[src/hdl/rxf_defines.vh]
// constants for the receive data filter and bit clock recovery
`ifndef RXF_DEFINES_VH
`define RXF_DEFINES_VH
`define RXF_OVERSAMPLE 5'd29
`define RXF_HALF_BIT 5'd14
`define RXF_MODE_FAST 2'h0
`define RXF_MODE_SLOW 2'h1
`define RXF_MODE_AUTO 2'h2
`define RXF_FAST_STEP 5'd4
`define RXF_SLOW_STEP 5'd1
`define RXF_SLOW_WINDOW 5'd3
`define RXF_LOCK_COUNT 4'd8
`define RXF_MAJ_FAST 3'd3
`define RXF_MAJ_SLOW 3'd5
`define RXF_DIGITAL_MAX_BPS 32'd115200
`define RXF_ANALOG_MAX_BPS 32'd256000
`endif

[src/hdl/rxf_filter.v]
// receive data filter, bit clock recovery and receive FIFO
`timescale 1ns/1ps
`include "rxf_defines.vh"

module rxf_fifo #(
	parameter WIDTH = 1,
	parameter DEPTH = 4,
	parameter AW = 2
) (
	input wire clk,
	input wire rst_n,
	input wire [WIDTH-1:0] in_data,
	input wire in_valid,
	output wire in_ready,
	output wire [WIDTH-1:0] out_data,
	output wire out_valid,
	input wire out_ready
);
	reg [WIDTH-1:0] mem [0:DEPTH-1];
	reg [AW-1:0] wr_ptr;
	reg [AW-1:0] rd_ptr;
	reg [AW:0] count;
	wire do_wr = in_valid && in_ready;
	wire do_rd = out_valid && out_ready;
	assign in_ready = (count != DEPTH[AW:0]);
	assign out_valid = (count != {(AW+1){1'b0}});
	assign out_data = mem[rd_ptr];
	always @(posedge clk)
	begin
		if (!rst_n)
		begin
			wr_ptr <= {AW{1'b0}};
			rd_ptr <= {AW{1'b0}};
			count <= {(AW+1){1'b0}};
		end
		else
		begin
			if (do_wr)
			begin
				mem[wr_ptr] <= in_data;
				wr_ptr <= (wr_ptr == DEPTH[AW-1:0] - 1'b1) ? {AW{1'b0}} : wr_ptr + 1'b1;
			end
			if (do_rd)
				rd_ptr <= (rd_ptr == DEPTH[AW-1:0] - 1'b1) ? {AW{1'b0}} : rd_ptr + 1'b1;
			if (do_wr && !do_rd)
				count <= count + 1'b1;
			else if (do_rd && !do_wr)
				count <= count - 1'b1;
		end
	end
endmodule // rxf_fifo

module rxf_filter #(
	parameter FIFO_DEPTH = 4,
	parameter FIFO_AW = 2
) (
	input wire CLK,
	input wire RST_N,
	input wire RAW_DATA,
	input wire SLICED_DATA,
	input wire OVERSAMPLE_TICK,
	input wire DIGITAL_MODE,
	input wire [1:0] RECOVERY_MODE,
	input wire FIFO_ENABLE,
	input wire FIFO_READY,
	output reg FIFO_DATA,
	output reg FIFO_VALID,
	output reg FIFO_OVERRUN,
	output reg DATA_OUT,
	output reg BIT_CLOCK,
	output reg LOCKED,
	output reg SLOW_ACTIVE
);
	// external pins pass three flops and a hold flop; a change is taken once stages two and three agree
	reg raw_s1, raw_s2, raw_s3, raw_q;
	reg sl_s1, sl_s2, sl_s3, sl_q;
	reg [4:0] hist;
	reg filt;
	reg filt_d;
	reg [4:0] phase;
	reg [3:0] lock_cnt;
	reg [1:0] mode_d;
	reg bit_strobe;
	reg bit_value;
	wire slow_mode;
	wire edge_seen;
	wire on_time;
	wire [2:0] ones;
	wire [2:0] maj;
	wire f_in_ready;
	wire f_out_valid;
	wire f_out_data;
	wire push;

	always @(posedge CLK)
	begin
		if (!RST_N)
		begin
			raw_s1 <= 1'b0; raw_s2 <= 1'b0; raw_s3 <= 1'b0; raw_q <= 1'b0;
			sl_s1 <= 1'b0; sl_s2 <= 1'b0; sl_s3 <= 1'b0; sl_q <= 1'b0;
		end
		else
		begin
			raw_s1 <= RAW_DATA;
			raw_s2 <= raw_s1;
			raw_s3 <= raw_s2;
			if (raw_s2 == raw_s3)
				raw_q <= raw_s3;
			sl_s1 <= SLICED_DATA;
			sl_s2 <= sl_s1;
			sl_s3 <= sl_s2;
			if (sl_s2 == sl_s3)
				sl_q <= sl_s3;
		end
	end

	// automatic mode uses fast behaviour until locked
	assign slow_mode = (RECOVERY_MODE == `RXF_MODE_SLOW) ||
		((RECOVERY_MODE == `RXF_MODE_AUTO) && LOCKED);
	// slow takes a wider majority: better noise immunity, more delay
	assign ones = {2'b00, hist[0]} + {2'b00, hist[1]} + {2'b00, hist[2]}
		+ (slow_mode ? ({2'b00, hist[3]} + {2'b00, hist[4]}) : 3'd0);
	assign maj = slow_mode ? `RXF_MAJ_SLOW : `RXF_MAJ_FAST;
	assign edge_seen = OVERSAMPLE_TICK && (filt != filt_d);
	// an edge is on time when it lands near the bit boundary (phase 0)
	assign on_time = (phase <= `RXF_SLOW_WINDOW) ||
		(phase >= `RXF_OVERSAMPLE - `RXF_SLOW_WINDOW);
	assign push = bit_strobe && FIFO_ENABLE && DIGITAL_MODE;

	// filter and recovery advance only on oversampling ticks at 29x bit rate
	always @(posedge CLK)
	begin
		if (!RST_N || !DIGITAL_MODE)
		begin
			hist <= 5'h00;
			filt <= 1'b0;
			filt_d <= 1'b0;
			phase <= 5'h00;
			lock_cnt <= 4'h0;
			mode_d <= 2'h0;
			LOCKED <= 1'b0;
			bit_strobe <= 1'b0;
			bit_value <= 1'b0;
			BIT_CLOCK <= 1'b0;
		end
		else
		begin
			bit_strobe <= 1'b0;
			if (OVERSAMPLE_TICK)
			begin
				hist <= {hist[3:0], raw_q};
				filt <= ({1'b0, ones} * 4'd2 > {1'b0, maj}) ? 1'b1 : 1'b0;
				filt_d <= filt;
				if (edge_seen)
				begin
					// nudge phase toward zero; slow steps are small
					if (phase < `RXF_HALF_BIT)
						phase <= (phase > (slow_mode ? `RXF_SLOW_STEP : `RXF_FAST_STEP)) ?
							phase - (slow_mode ? `RXF_SLOW_STEP : `RXF_FAST_STEP) : 5'h00;
					// compare by subtraction so the sum never wraps past phase 28
					else if (phase >= `RXF_OVERSAMPLE - 5'd1 -
						(slow_mode ? `RXF_SLOW_STEP : `RXF_FAST_STEP))
						phase <= 5'h00;
					else
						phase <= phase + (slow_mode ? `RXF_SLOW_STEP : `RXF_FAST_STEP) + 5'd1;
					if (on_time)
					begin
						if (lock_cnt == `RXF_LOCK_COUNT - 4'd1)
							LOCKED <= 1'b1;
						else
							lock_cnt <= lock_cnt + 4'd1;
					end
					else
					begin
						lock_cnt <= 4'h0;
						// selected slow mode tolerates less timing error than fast or automatic
						if (slow_mode && RECOVERY_MODE == `RXF_MODE_SLOW)
							LOCKED <= 1'b0;
					end
				end
				else
					phase <= (phase == `RXF_OVERSAMPLE - 5'd1) ? 5'h00 : phase + 5'd1;
				if (phase == `RXF_HALF_BIT)
				begin
					bit_strobe <= 1'b1;
					bit_value <= filt;
					BIT_CLOCK <= 1'b1;
				end
				else if (phase == 5'h00)
					BIT_CLOCK <= 1'b0;
			end
			// a new mode restarts acquisition, so automatic always begins fast
			mode_d <= RECOVERY_MODE;
			if (RECOVERY_MODE != mode_d)
			begin
				lock_cnt <= 4'h0;
				LOCKED <= 1'b0;
			end
		end
	end

	rxf_fifo #(
		.WIDTH(1),
		.DEPTH(FIFO_DEPTH),
		.AW(FIFO_AW)
	) u_fifo (
		.clk(CLK),
		.rst_n(RST_N),
		.in_data(bit_value),
		.in_valid(push),
		.in_ready(f_in_ready),
		.out_data(f_out_data),
		.out_valid(f_out_valid),
		.out_ready(FIFO_READY && FIFO_VALID)
	);

	always @(posedge CLK)
	begin
		if (!RST_N)
		begin
			FIFO_DATA <= 1'b0;
			FIFO_VALID <= 1'b0;
			FIFO_OVERRUN <= 1'b0;
			DATA_OUT <= 1'b0;
			SLOW_ACTIVE <= 1'b0;
		end
		else
		begin
			// registered view; valid drops one cycle after each take
			FIFO_VALID <= f_out_valid && !(FIFO_READY && FIFO_VALID);
			FIFO_DATA <= f_out_data;
			FIFO_OVERRUN <= push && !f_in_ready;
			SLOW_ACTIVE <= DIGITAL_MODE && slow_mode;
			if (!DIGITAL_MODE)
				DATA_OUT <= sl_q;
			else if (!FIFO_ENABLE)
				DATA_OUT <= filt;
			else
				DATA_OUT <= 1'b0;
		end
	end
endmodule // rxf_filter

[config.mk]
export PLATFORM = sky130hd
export DESIGN_NAME = rxf_filter
export DESIGN_NICKNAME = d
export VERILOG_FILES = /design/src/hdl/rxf_filter.v
export VERILOG_INCLUDE_DIRS = /design/src /design/src/hdl
export SDC_FILE = /design/constraint.sdc
export NUM_CORES = 1
export LEC_CHECK = 0
export ABC_CLOCK_PERIOD_IN_PS = 5850
export BUFFER_PORTS_ARGS = -buffer_cell sky130_fd_sc_hd__buf_2
export CAP_MARGIN = 20
export CORE_MARGIN = 3
export CORE_UTILIZATION = 55
export CTS_CLUSTER_DIAMETER = 120
export CTS_CLUSTER_SIZE = 28
export DETAILED_ROUTE_END_ITERATION = 16
export HOLD_SLACK_MARGIN = 0.05
export PLACE_DENSITY = 0.71
export SYNTH_ARGS = -nofsm -noshare
export SYNTH_HDL_FRONTEND = slang
export SYNTH_SLANG_ARGS = --single-unit
[constraint.sdc]
create_clock -name CLK -period 5.85 [get_ports CLK]
set_input_delay 0.2925 -clock CLK [delete_from_list [all_inputs] [get_ports CLK]]
set_output_delay 0.2925 -clock CLK [all_outputs]
set_load 0.02 [all_outputs]
; ---- Word level (Yosys, flattened, before mapping)
; Memory sizes are Yosys's and may differ from the RTL's. A register that Yosys moved wholly into a read port is not among the register bits.
; Cells that the tools add are included.
[word_totals]
reg_bits = 41
output_inout_bits = 7
memories = 1
ram_bits = 4
[op_classes]
muxes = 26
add_sub_neg = 14
n_eq_ne = 14
n_reduce_logical = 34
n_bitwise = 1
order_cmp = 6
[memory_table]
columns = memory, words, width, read_ports, rd_ports_with_merged_regs, write_ports, line
row1 = u_fifo.mem, 4, 1, 1, 1, 1, rxf_filter.v:19  ; reg [WIDTH-1:0] mem [0:DEPTH-1];
[op_table]
columns = cell, count
row1 = 2-to-1 mux 5 bit, 5
row2 = logical AND 1 bit, 13
row3 = 2-to-1 mux 1 bit, 12
row4 = 2-to-1 mux 3 bit, 4
row5 = "adder 5 x 1 -> 5 bit, second input constant", 2
row6 = 2-to-1 mux 4 bit, 2
row7 = logical NOT 1 bit, 7
row8 = "equality test 2 bit, second input constant", 3
row9 = 2-to-1 mux 2 bit, 3
row10 = nonzero test 2 bit, 3
row11 = adder 5 x 3 -> 5 bit, 1
row12 = "equality test 5 x 4 -> 1 bit, second input constant", 1
row13 = "equality test 5 bit, second input constant", 1
row14 = >= comparator 5 bit, 1
row15 = ">= comparator 5 bit, second input constant", 1
row16 = greater-than comparator 5 bit, 1
row17 = "less-or-equal comparator 5 x 2 -> 1 bit, second input constant", 1
row18 = logical NOT 5 bit, 1
row19 = "< comparator 5 x 4 -> 1 bit, second input constant", 1
row20 = subtractor 5 bit, 1
row21 = "subtractor 5 bit, first input constant", 1
row22 = adder 1 x 1 -> 2 bit, 2
row23 = "adder 2 x 1 -> 2 bit, second input constant", 2
row24 = "adder 4 x 1 -> 4 bit, second input constant", 1
row25 = other kinds (20), 25

; ---- Longest topological paths before layout
; Gate-level depths: netlist of run 1.
[depth]
depth_word = 9
ltp_mapped = 12

; ---- By module
; Synthesis of run 1 repeated with hierarchy kept, for this count alone.
[unflattened]
hier_cells = 273
hier_area_um2 = 2531.2
[by_module_without_submodules]
columns = mod, n_inst, cells_per_inst, area_each_um2, seq_area_each_um2
row1 = rxf_filter, 1, 217, 1899.3, 700.7
row2 = rxf_fifo, 1, 56, 631.9, 300.3

; ---- Worst setup path after synthesis of run 1
; No wires, ideal clock.
[synth_timing]
path_type = reg2reg
from = reg LOCKED
to = reg filt
arrival_time_ps = 2611
setup_time_ps = 120
slack_ps = 3118
synth_period_minus_slack_ps = 2732
n_path_buf = 0
stages_incl_launch_ff = 12
path_cell_list = dfxtp_1 -> nand2_1 -> o21ai_0 -> and2_1 -> fa_1 -> ha_1 -> inv_1 -> fa_1 -> inv_1 -> ha_1 -> a31oi_1 -> nor3_1
[synth_via]
elab_chain_len = 6
elab_cells_between_ends = 7
[synth_lines]
columns = item, line
row1 = from (decl), rxf_filter.v:71  ; output reg LOCKED,
row2 = from (signal assigned), rxf_filter.v:141  ; LOCKED <= 1'b0;
row3 = from (signal assigned), rxf_filter.v:169  ; LOCKED <= 1'b1;
row4 = from (signal assigned), rxf_filter.v:178  ; LOCKED <= 1'b0;
row5 = logical AND 1 bit *, rxf_filter.v:119  ; ((RECOVERY_MODE == `RXF_MODE_AUTO) && LOCKED);
row6 = logical OR 1 bit *, rxf_filter.v:118  ; assign slow_mode = (RECOVERY_MODE == `RXF_MODE_SLOW) ||
row7 = 2-to-1 mux 2 bit, rxf_filter.v:122  ; + (slow_mode ? ({2'b00, hist[3]} + {2'b00, hist[4]}) : 3'd0);
row8 = adder 3 x 2 -> 3 bit, rxf_filter.v:122
row9 = greater-than comparator 4 x 3 -> 1 bit *, rxf_filter.v:152  ; filt <= ({1'b0, ones} * 4'd2 > {1'b0, maj}) ? 1'b1 : 1'b0;
row10 = 2-to-1 mux 1 bit *, rxf_filter.v:152
row11 = to (signal assigned), rxf_filter.v:152
row12 = to (decl), rxf_filter.v:78  ; reg filt;
; Every way passes the cells marked *; elsewhere a longest branch is shown, timed or not.
; A chain may end at the register's enable or synchronous reset.

; ---- Worst setup path after layout of run 1
; Same ends and word-level chain as after synthesis.

==> results of run 1 <==
==> logic make-up (layout without fill, tap and decap cells) <==
kind of cell,Yosys count,in the layout,share of synthesized area
AO/OA/AOI/OAI,54,54,0.1599
XOR/XNOR,8,8,0.02764
adder cells (fa/ha/maj),23,23,0.1224
buffers and inverters,26,38,0.05626
flip-flops,46,46,0.3791
multiplexers,13,13,0.05627
AND/OR/NAND/NOR,100,100,0.1984
==> stage by stage <==
stage / setup slack (ps) / instance area (µm²) / hold slack [ps] / std cells / utilization
2_1_floorplan: 3118 / 2535 / 411.9 / 270 / -
4_1_cts: 2958 / 2678 / 185.5 / 334 / 0.6066
5_1_grt: 2760 / 2678 / 198.6 / 334 / 0.6066
3_5_place_dp: 2876 / 2590 / 427.6 / 326 / 0.5867
3_3_place_gp: 3008 / 2590 / 424.2 / 326 / 0.5867
6_report: 2994 / 2678 / 196.1 / 334 / 0.6066
==> state kept, by name, indices dropped and copies added (netlist names), 2 cells and up <==
signal and cells:
hist 5, lock_cnt 4, mode_d 2, phase 5
u_fifo.count 3, u_fifo.mem 4, u_fifo.rd_ptr 2, u_fifo.wr_ptr 2
==> report_power, final <==
group	internal (µW)	switching, µW	total [µW]
clock network	84.2	109	193
registers	320	2.80	323
logic	16.2	25.1	41.3
total	421	137	557
==> layout make-up <==
class	count	area, µm²	share of cell area
Timing Repair Buffer	16	80.08	0.02991
Clock buffer	5	68.82	0.02570
Multi-Input combinational cell	198	1431	0.5346
Sequential cell	46	960.9	0.3589
Tap cell	52	65.06	0.02430
Inverter	14	52.55	0.01963
Clock inverter	3	18.77	0.007009
==> synth_stat cells, types with 5 or more instances <==
master | instances | share of area
dfxtp_1 | 42 | 0.33
nor2_1 | 32 | 0.047
ha_1 | 20 | 0.099
a21oi_1 | 16 | 0.032
nand2_1 | 14 | 0.021
inv_1 | 13 | 0.019
mux2i_1 | 12 | 0.047
nand3_1 | 10 | 0.020
and2_1 | 9 | 0.022
o21ai_0 | 9 | 0.018
a31oi_1 | 8 | 0.020
and3_1 | 7 | 0.017
nor3_1 | 7 | 0.014
nand2b_1 | 6 | 0.015
xor2_1 | 5 | 0.017
==> routing by layer <==
metal | vias up | wire (µm)
met5 | - | 0
met4 | 0 | 63
li1 | 969 | -
met2 | 24 | 2104
met1 | 887 | 2414
met3 | 6 | 159
==> final timing paths <==
path                                           from                end  slack [ps]  cells past startpoint
worst max-delay path            LOCKED$_SDFFE_PP0P_  filt$_SDFFE_PP0P_        2990                     11
worst min-delay path                    SLICED_DATA   sl_s1$_SDFF_PN0_         200                      2
worst max register to register  LOCKED$_SDFFE_PP0P_  filt$_SDFFE_PP0P_        2990                     11
worst min register to register    raw_s1$_SDFF_PN0_  raw_s2$_SDFF_PN0_         440                      1
==> results_tabular.tex, run 1 <==
\begin{tabular}{lr}
\hline
Metric & Value \\
\hline
\multicolumn{2}{l}{\textbf{Clock tree}} \\
\quad Post-cts hold buffer count & 0 \\
\quad CTS clock-pin slew for the worst setup and hold paths & 90 ps \\
\quad Max clock buf depth & 2 \\
\quad Number of levels the H-tree was split into & 2 \\
\quad Clk sinks & 46 \\
\quad Clk\_lat worst skew & 310 ps \\
\quad TritonCTS clock tree & built \\
\quad Library cell used as clock root buffer & clkbuf\_8 \\
\quad Count of instances resized after the clock tree is built & 0 \\
\quad Number of setup buffers added after CTS & 0 \\
\quad Number of clock buffers inserted by TritonCTS & 5 \\
\multicolumn{2}{l}{\textbf{Power}} \\
\quad Power per cell area & 208.1 nW/µm² \\
\quad Total power of the final layout & 557.2 µW \\
\quad Worst vdd ir & 0.0001306 V \\
\quad Leakage component of the power & 0.001103 µW \\
\multicolumn{2}{l}{\textbf{Global route}} \\
\quad Met3 Use GR & 0.03694 \\
\quad Global-route wire length before repair & 7.948 mm \\
\quad Grt ovf & 0 \\
\quad Number of antenna violations at the first check in global routing & 0 \\
\quad Maximum number of pins on one net before global-route repair & 19 \\
\quad Total GRT Usage & 0.1903 \\
\quad Met2 GRT Util & 0.2844 \\
\quad Vias in the first global route & 1688 \\
\quad Met1 track demand over resource & 0.2773 \\
\quad Top Usage Layer GRT & met2 \\
\multicolumn{2}{l}{\textbf{Setup path}} \\
\quad Kind of critical path & reg2reg \\
\quad Crit. End Element & flip-flop \\
\quad Peak per-stage delay on the critical path & 510 ps \\
\quad Worst Setup Start Kind & flip-flop \\
\quad Crit path DAT & 3020 ps \\
\quad Crit-path slowest cell & o21ai\_0 \\
\quad Ordered cell list for the critical path & nand2\_1 > o21ai\_0 > and2\_1 > fa\_1 > ha\_1 > inv\_1 > fa\_1 > inv\_1 > ha\_1 > a31oi\_1 > nor3\_1 \\
\quad Sum of buffers and inverters on the critical path & 2 \\
\quad Kind of cell adding the most delay to the critical path & adder cells \\
\quad Largest fanout on the critical path & 6 \\
\quad Required time of the critical path & 6020 ps \\
\multicolumn{2}{l}{\textbf{Placement}} \\
\quad Number of buffers inserted by port buffering & 16 \\
\quad Detail Placement HPWL & 3.461 mm \\
\quad Weighted congestion at the end of routability-driven global placement & 0.8755 \\
\multicolumn{2}{l}{\textbf{Yosys}} \\
\quad Cells after Synth & 270 \\
\quad Synthesized flop and latch total & 46 \\
\quad Post-Syn Area & 2535 µm² \\
\quad Fraction of registers with async set or reset after synthesis & 0 \\
\quad Net count after synthesis & 303 \\
\quad Sequential area share after synthesis & 0.3791 \\
\quad EDFF count, synth & 4 \\
\quad Post-synthesis cell type count & 54 \\
\quad Warnings from Yosys & 0 \\
\quad Top FF cell, synth & dfxtp\_1 \\
\quad Post-Syn Area per Cell & 9.389 µm² \\
\multicolumn{2}{l}{\textbf{Timing}} \\
\quad Setup Total Neg Slack & 0 ps \\
\quad Slew of the pin with the lowest slew margin & 681.1 ps \\
\quad Worst relative slew slack & 0.5453 \\
\quad Worst clock skew & 19.84 ps \\
\quad Final slew viol count & 0 \\
\quad Tmin final & 2856 ps \\
\quad Final Hold Fails & 0 \\
\quad Fmax & 0.3502 GHz \\
\quad Final setup violation count & 0 \\
\quad Fraction of the cycle the final worst path needs & 0.4881 \\
\quad Unrepaired setup endpoints after global routing & no \\
\multicolumn{2}{l}{\textbf{Finish}} \\
\quad Number of filler instances in the final layout & 386 \\
\quad Most frequent standard cell in the layout excluding fill and tap cells & dfxtp\_1 \\
\quad Net total in the final layout & 314 \\
\quad Area added between synthesis and finish & 5.627\% \\
\quad Most frequent cells in the layout & dfxtp\_1 (42), nor2\_1 (32), ha\_1 (20) \\
\quad Antenna Cells & 0 \\
\quad Fraction of final layout cells with drive strength greater than 1 & 0.1348 \\
\multicolumn{2}{l}{\textbf{Routing}} \\
\quad Starting DRC count in detailed routing & 54 \\
\quad Total Routed Length & 4.743 mm \\
\quad Number of remaining DRC errors & 0 \\
\quad Routed vias & 1886 \\
\quad Wirelength per Cell & 14.20 µm \\
\quad Routed via count divided by cell count & 5.647 \\
\quad Remaining antenna violation count & 0 \\
\quad DRT Pass-1 Iters & 4 \\
\multicolumn{2}{l}{\textbf{Floorplan}} \\
\quad IO Count & 17 \\
\quad Cell Rows & 24 \\
\quad Vertical extent of the die & 73.89 µm \\
\quad Die width & 73.89 µm \\
\quad Total Die Area & 5460 µm² \\
\quad Core area & 4414 µm² \\
\quad Starting Density & 0.5743 \\
\multicolumn{2}{l}{\textbf{Status}} \\
\quad Run status & complete, no violations \\
\multicolumn{2}{l}{\textbf{Min path}} \\
\quad Classification of the worst-slack hold path & in2reg \\
\multicolumn{2}{l}{\textbf{Job}} \\
\quad Max-cap violation count & 0 \\
\hline
\end{tabular}
No activity file was read; power rests on OpenSTA's default activity.
==> run 2: changes to the inputs <==
ABC_CLOCK_PERIOD_IN_PS = 2950   (was 5850)
clock period = 2.95 ns   (was 5.85 ns; I/O delays follow)
==> run 2 against run 1 <==
  * First-iteration DRC count up 24%
  * Sequential power up 98%
  * Sequential cell count unchanged
  * Non-clock buffer count up 4
  * Combinational power up 110%
  * Setup slack worse by 2600 ps
==> results_tabular.tex, run 2 (synthesis results as in run 1) <==
\begin{tabular}{lr}
\hline
Metric & Value \\
\hline
\multicolumn{2}{l}{\textbf{Floorplan}} \\
\quad Die width & 73.89 µm \\
\quad Vertical extent of the die & 73.89 µm \\
\quad Core area & 4414 µm² \\
\quad Total Die Area & 5460 µm² \\
\quad Cell Rows & 24 \\
\quad Starting Density & 0.5743 \\
\quad IO Count & 17 \\
\multicolumn{2}{l}{\textbf{Routing}} \\
\quad Top layer reached by signal wires & met4 \\
\quad Met2 WL & 2.162 mm \\
\quad DRT Pass-1 Iters & 4 \\
\quad Routed vias & 1891 \\
\quad Number of remaining DRC errors & 0 \\
\quad Wire length on met3 & 179 µm \\
\quad Remaining antenna violation count & 0 \\
\quad Total Routed Length & 4.735 mm \\
\quad Wirelength per Cell & 14.01 µm \\
\quad Routed via count divided by cell count & 5.595 \\
\quad Post-Route M1 WL & 2.362 mm \\
\quad Starting DRC count in detailed routing & 67 \\
\multicolumn{2}{l}{\textbf{Clock tree}} \\
\quad Clk sinks & 46 \\
\quad TritonCTS clock tree & built \\
\quad Count of instances resized after the clock tree is built & 0 \\
\quad Number of levels the H-tree was split into & 2 \\
\quad Max clock buf depth & 2 \\
\quad Clk\_lat worst skew & 300 ps \\
\quad Number of clock buffers inserted by TritonCTS & 5 \\
\quad CTS clock-pin slew for the worst setup and hold paths & 90 ps \\
\quad Library cell used as clock root buffer & clkbuf\_8 \\
\multicolumn{2}{l}{\textbf{Power}} \\
\quad Leakage component of the power & 0.001142 µW \\
\quad Worst vdd ir & 0.0003518 V \\
\quad Power per cell area & 464.7 nW/µm² \\
\multicolumn{2}{l}{\textbf{Timing}} \\
\quad Fraction of the cycle the final worst path needs & 0.8767 \\
\quad Slew of the pin with the lowest slew margin & 622.5 ps \\
\quad Final Hold Fails & 0 \\
\quad Fmax & 0.3867 GHz \\
\quad Final setup violation count & 0 \\
\quad Tmin final & 2586 ps \\
\quad Setup Total Neg Slack & 0 ps \\
\quad Worst relative slew slack & 0.5844 \\
\quad Final setup slack of the worst path & 363.9 ps \\
\quad Unrepaired setup endpoints after global routing & no \\
\quad Worst clock skew & 3.900 ps \\
\quad Final slew viol count & 0 \\
\multicolumn{2}{l}{\textbf{Global route}} \\
\quad Vias in the first global route & 1668 \\
\quad Grt ovf & 0 \\
\quad Maximum number of pins on one net before global-route repair & 19 \\
\quad Global-route wire length before repair & 7.734 mm \\
\quad Number of antenna violations at the first check in global routing & 0 \\
\quad Total GRT Usage & 0.1818 \\
\multicolumn{2}{l}{\textbf{Placement}} \\
\quad Worst slack, placed & 361.7 ps \\
\quad Weighted congestion at the end of routability-driven global placement & 0.9356 \\
\quad Detail Placement HPWL & 3.408 mm \\
\quad Number of buffers inserted by port buffering & 16 \\
\multicolumn{2}{l}{\textbf{Min path}} \\
\quad Classification of the worst-slack hold path & in2reg \\
\multicolumn{2}{l}{\textbf{Setup path}} \\
\quad Crit path DAT & 2760 ps \\
\quad Largest fanout on the critical path & 3 \\
\quad Required time of the critical path & 3120 ps \\
\quad Kind of critical path & reg2reg \\
\quad Worst Setup Start Kind & flip-flop \\
\quad Crit. End Element & flip-flop \\
\multicolumn{2}{l}{\textbf{Status}} \\
\quad Run status & complete, no violations \\
\multicolumn{2}{l}{\textbf{Finish}} \\
\quad Largest registers & hist x5, phase x5 \\
\quad Area added between synthesis and finish & 8.983\% \\
\quad Antenna Cells & 0 \\
\quad Fraction of final layout cells with drive strength greater than 1 & 0.1399 \\
\quad Net total in the final layout & 318 \\
\quad Most frequent cells in the layout & dfxtp\_1 (42), nor2\_1 (32), ha\_1 (20) \\
\quad Most frequent standard cell in the layout excluding fill and tap cells & dfxtp\_1 \\
\multicolumn{2}{l}{\textbf{Job}} \\
\quad Max-cap violation count & 0 \\
\hline
\end{tabular}
## run 2: worst paths after layout
check | end | depth (start not counted) | start | slack [ps]
setup / recovery | filt$_SDFFE_PP0P_ | 11 | hist[3]$_SDFFE_PP0P_ | 360
hold / removal | mode_d[1]$_SDFF_PP0_ | 2 | RECOVERY_MODE[1] | 130
setup reg to reg | filt$_SDFFE_PP0P_ | 11 | hist[3]$_SDFFE_PP0P_ | 360
hold reg to reg | sl_s2$_SDFF_PN0_ | 1 | sl_s1$_SDFF_PN0_ | 440
## run 2: critical path: stages, from the launching register on
cell and delay [ps]:
dfxtp_1 330, ha_1 280, and2_1 150, fa_1 480, ha_1 140, inv_1 50
fa_1 480, inv_1 50, ha_1 160, nand3b_1 140, a31oi_1 150, nor3_1 70
## run 2: metrics by stage
| step | util | power (µW) | hold slack (ps) | cells | area, µm² |
|---|---|---|---|---|---|
| final | 0.6259 | 1284 | 130.8 | 338 | 2763 |
| after global routing | 0.6259 | 1331 | 135.0 | 338 | 2763 |
| after CTS | 0.6259 | 1296 | 116.8 | 338 | 2763 |
| after detailed placement | 0.5901 | 738.6 | 359.1 | 328 | 2605 |
| after global placement | 0.5901 | 738.2 | 355.2 | 328 | 2605 |
| after floorplan | - | 717.2 | 274.8 | 270 | 2535 |
## run 2: final cells by class
cell class	count	area (µm²)
flip-flops and latches	46	960.9
clock buffers	5	68.82
multi-input cells	198	1431
repair buffers	20	115.1
well taps	52	65.06
clock inverters	3	68.82
inverters	14	52.55
fillers	368	1652
## run 2: per-layer routing
metal,track usage,up-vias
li1,-,979
met5,0,-
met1,0.2547,869
met4,0.04225,0
met3,0.03694,6
met2,0.2874,37
## run 2: what timing repair did
action                                 in CTS  in global routing
endpoints found under the hold margin       2                  0
hold buffers                                2                  0
buffers inserted                            0                  0
## run 2: where the power goes
| group | switching (µW) | internal, µW |
|---|---|---|
| logic | 50.7 | 34.7 |
| clock network | 218 | 339 |
| registers | 5.92 | 635 |
==> run 3: changes to the inputs <==
CORE_ASPECT_RATIO = 1.25   (was unset)
==> run 3 against run 2 <==
  * Critical path type unchanged
  * Sequential share of layout area up 0.67 points
  * First-iteration DRC count rose by 120%
  * Utilization down 1.3 points
  * Register-to-register slack gained 30 ps
  * Die area about the same
  * Clock power shrank 28%
  * Count of clock-buffer cells in the layout increased by 1
  * Cell count rose by 1.2%
  * Final area shrank 1.9%
  * Wire length is 2.7% higher
  * Power down 12%
  * Largest cell class unchanged
  * Largest power group unchanged
==> results_tabular.tex, run 3 (synthesis results as in run 1) <==
\begin{tabular}{lr}
\hline
Metric & Value \\
\hline
\multicolumn{2}{l}{\textbf{Finish}} \\
\quad Antenna Cells & 0 \\
\quad Share of the core filled with cells in the final layout & 0.6124 \\
\quad Net total in the final layout & 316 \\
\quad Largest registers & hist x5, phase x5 \\
\quad Fraction of final layout cells with drive strength greater than 1 & 0.1373 \\
\quad Area added between synthesis and finish & 6.910\% \\
\quad Most frequent standard cell in the layout excluding fill and tap cells & dfxtp\_1 \\
\quad Total non-filler cell area in the finished layout & 2710 µm² \\
\quad Most frequent cells in the layout & dfxtp\_1 (42), nor2\_1 (32), ha\_1 (20) \\
\multicolumn{2}{l}{\textbf{Routing}} \\
\quad Starting DRC count in detailed routing & 147 \\
\quad Number of remaining DRC errors & 0 \\
\quad DRT Pass-1 Iters & 4 \\
\quad Total Routed Length & 4.865 mm \\
\quad Routed vias & 1912 \\
\quad Wirelength per Cell & 14.23 µm \\
\quad Routed via count divided by cell count & 5.591 \\
\quad Remaining antenna violation count & 0 \\
\multicolumn{2}{l}{\textbf{Global route}} \\
\quad Global-route wire length before repair & 8.300 mm \\
\quad Total GRT Usage & 0.1981 \\
\quad Grt ovf & 0 \\
\quad Vias in the first global route & 1863 \\
\quad Maximum number of pins on one net before global-route repair & 19 \\
\quad Number of antenna violations at the first check in global routing & 0 \\
\multicolumn{2}{l}{\textbf{Setup path}} \\
\quad Required time of the critical path & 3130 ps \\
\quad Length in cells of the worst reg-to-reg path & 11 \\
\quad Largest fanout on the critical path & 3 \\
\quad CP startpoint & hist[3]\$\_SDFFE\_PP0P\_ \\
\quad Kind of critical path & reg2reg \\
\quad Ordered cell list for the critical path & ha\_1 > and2\_1 > fa\_1 > ha\_1 > inv\_1 > fa\_1 > inv\_1 > ha\_1 > nand3b\_1 > a31oi\_1 > nor3\_1 \\
\quad Register-to-Register Setup Slack & 390 ps \\
\quad Cell seen most often among critical-path stages & ha\_1 \\
\quad Worst setup path end & filt\$\_SDFFE\_PP0P\_ \\
\quad Peak per-stage delay on the critical path & 480 ps \\
\quad Crit. End Element & flip-flop \\
\quad Critical register-to-register path endpoint & filt\$\_SDFFE\_PP0P\_ \\
\quad Crit path DAT & 2740 ps \\
\quad Worst Setup Start Kind & flip-flop \\
\quad Startpoint of the lowest-slack register-to-register path & hist[3]\$\_SDFFE\_PP0P\_ \\
\quad Crit-path slowest cell & fa\_1 \\
\multicolumn{2}{l}{\textbf{Floorplan}} \\
\quad Total Die Area & 5465 µm² \\
\quad IO Count & 17 \\
\quad Starting Density & 0.5728 \\
\quad Die width & 66.72 µm \\
\quad Vertical extent of the die & 81.91 µm \\
\quad Cell Rows & 27 \\
\quad Core area & 4425 µm² \\
\multicolumn{2}{l}{\textbf{Timing}} \\
\quad Tmin final & 2560 ps \\
\quad Final slew viol count & 0 \\
\quad Worst relative slew slack & 0.5485 \\
\quad Hold Worst Slack & 57.61 ps \\
\quad Final setup violation count & 0 \\
\quad Setup Total Neg Slack & 0 ps \\
\quad Fraction of the cycle the final worst path needs & 0.8678 \\
\quad Slew of the pin with the lowest slew margin & 676.3 ps \\
\quad Final Hold Fails & 0 \\
\quad Worst clock skew & 6.777 ps \\
\quad Unrepaired setup endpoints after global routing & no \\
\quad Fmax & 0.3906 GHz \\
\multicolumn{2}{l}{\textbf{Clock tree}} \\
\quad Max clock buf depth & 2 \\
\quad Number of levels the H-tree was split into & 2 \\
\quad TritonCTS clock tree & built \\
\quad Number of clock buffers inserted by TritonCTS & 5 \\
\quad Library cell used as clock root buffer & clkbuf\_8 \\
\quad Clk sinks & 46 \\
\quad CTS clock-pin slew for the worst setup and hold paths & 90 ps \\
\quad Clk\_lat worst skew & 300 ps \\
\multicolumn{2}{l}{\textbf{Status}} \\
\quad Run status & complete, no violations \\
\multicolumn{2}{l}{\textbf{Placement}} \\
\quad Detail Placement HPWL & 3.575 mm \\
\quad Cell area after placement & 2605 µm² \\
\quad Weighted congestion at the end of routability-driven global placement & 0.8380 \\
\quad Number of buffers inserted by port buffering & 16 \\
\multicolumn{2}{l}{\textbf{Job}} \\
\quad Max-cap violation count & 0 \\
\multicolumn{2}{l}{\textbf{Power}} \\
\quad Total power of the final layout & 1127 µW \\
\quad Leakage component of the power & 0.001111 µW \\
\quad Power per cell area & 416.0 nW/µm² \\
\quad Worst vdd ir & 0.0003266 V \\
\multicolumn{2}{l}{\textbf{Min path}} \\
\quad Classification of the worst-slack hold path & in2reg \\
\hline
\end{tabular}
run 3: changes by cell type in the layout (fill, tap and decap cells not counted), sizes merged:
cell         before  now
clkinvlp          0    1
buf              18   17
dlygate4sd3       2    1
bufinv            2    0
clkbuf            5    6
run 3: worst min-delay path by stage:
stage | start | to | slack (ps) | depth (start not counted)
global route | RAW_DATA | raw_s1$_SDFF_PN0_ | 60 | 2
CTS | RAW_DATA | raw_s1$_SDFF_PN0_ | 50 | 2
finish | RAW_DATA | raw_s1$_SDFF_PN0_ | 60 | 2
floorplan | RAW_DATA | raw_s1$_SDFF_PN0_ | 270 | 1
detailed placement | SLICED_DATA | sl_s1$_SDFF_PN0_ | 360 | 2
global placement | RAW_DATA | raw_s1$_SDFF_PN0_ | 350 | 2
run 3: critical path: cells and delay by family, from the launching register on:
kind	cells	cell delay, ps
AOI/OAI and AO/OA	1	150
adders and majority gates	5	1510
buffers and inverters	2	80
DFF	1	330
and+or+nand+nor	3	370
run 3: stage by stage:
stage	instances	worst slack, ps
after CTS	342	383.9
final	342	389.9
after detailed placement	333	366.1
after global placement	333	445.8
after floorplan	270	218.4
after global routing	342	185.3
run 3: area by class of cell:
| class | instances | area [µm²] |
|---|---|---|
| sequential | 46 | 960.9 |
| multi-input combinational | 198 | 1431 |
| fill | 413 | 1715 |
| inverter | 14 | 52.55 |
| timing repair buffer | 18 | 97.59 |
| clock buffer | 6 | 82.58 |
| clock inverter | 2 | 12.51 |
| tap | 58 | 72.57 |
run 3: what timing repair did:
action / in CTS / in global routing
hold buffers: 1 / 0
setup buffers: 0 / 0
endpoints found under the hold margin: 1 / 0
resized for setup: 0 / 0
run 3: power by group:
group | switching [µW] | internal (µW) | leakage, µW
logic | 51.0 | 33.8 | 0.000686
registers | 5.48 | 635 | 0.000377
clock network | 213 | 188 | 0.0000472
run 3: metal layers:
| layer | track usage | vias to the layer above | wire length, µm | part of all wire |
|---|---|---|---|---|
| met5 | 0 | - | 0 | 0 |
| met4 | 0.09146 | 0 | 131 | 0.027 |
| met3 | 0.03967 | 11 | 196 | 0.040 |
| met2 | 0.3502 | 45 | 2453 | 0.50 |
| met1 | 0.2271 | 882 | 2084 | 0.43 |
| li1 | - | 974 | - | - |
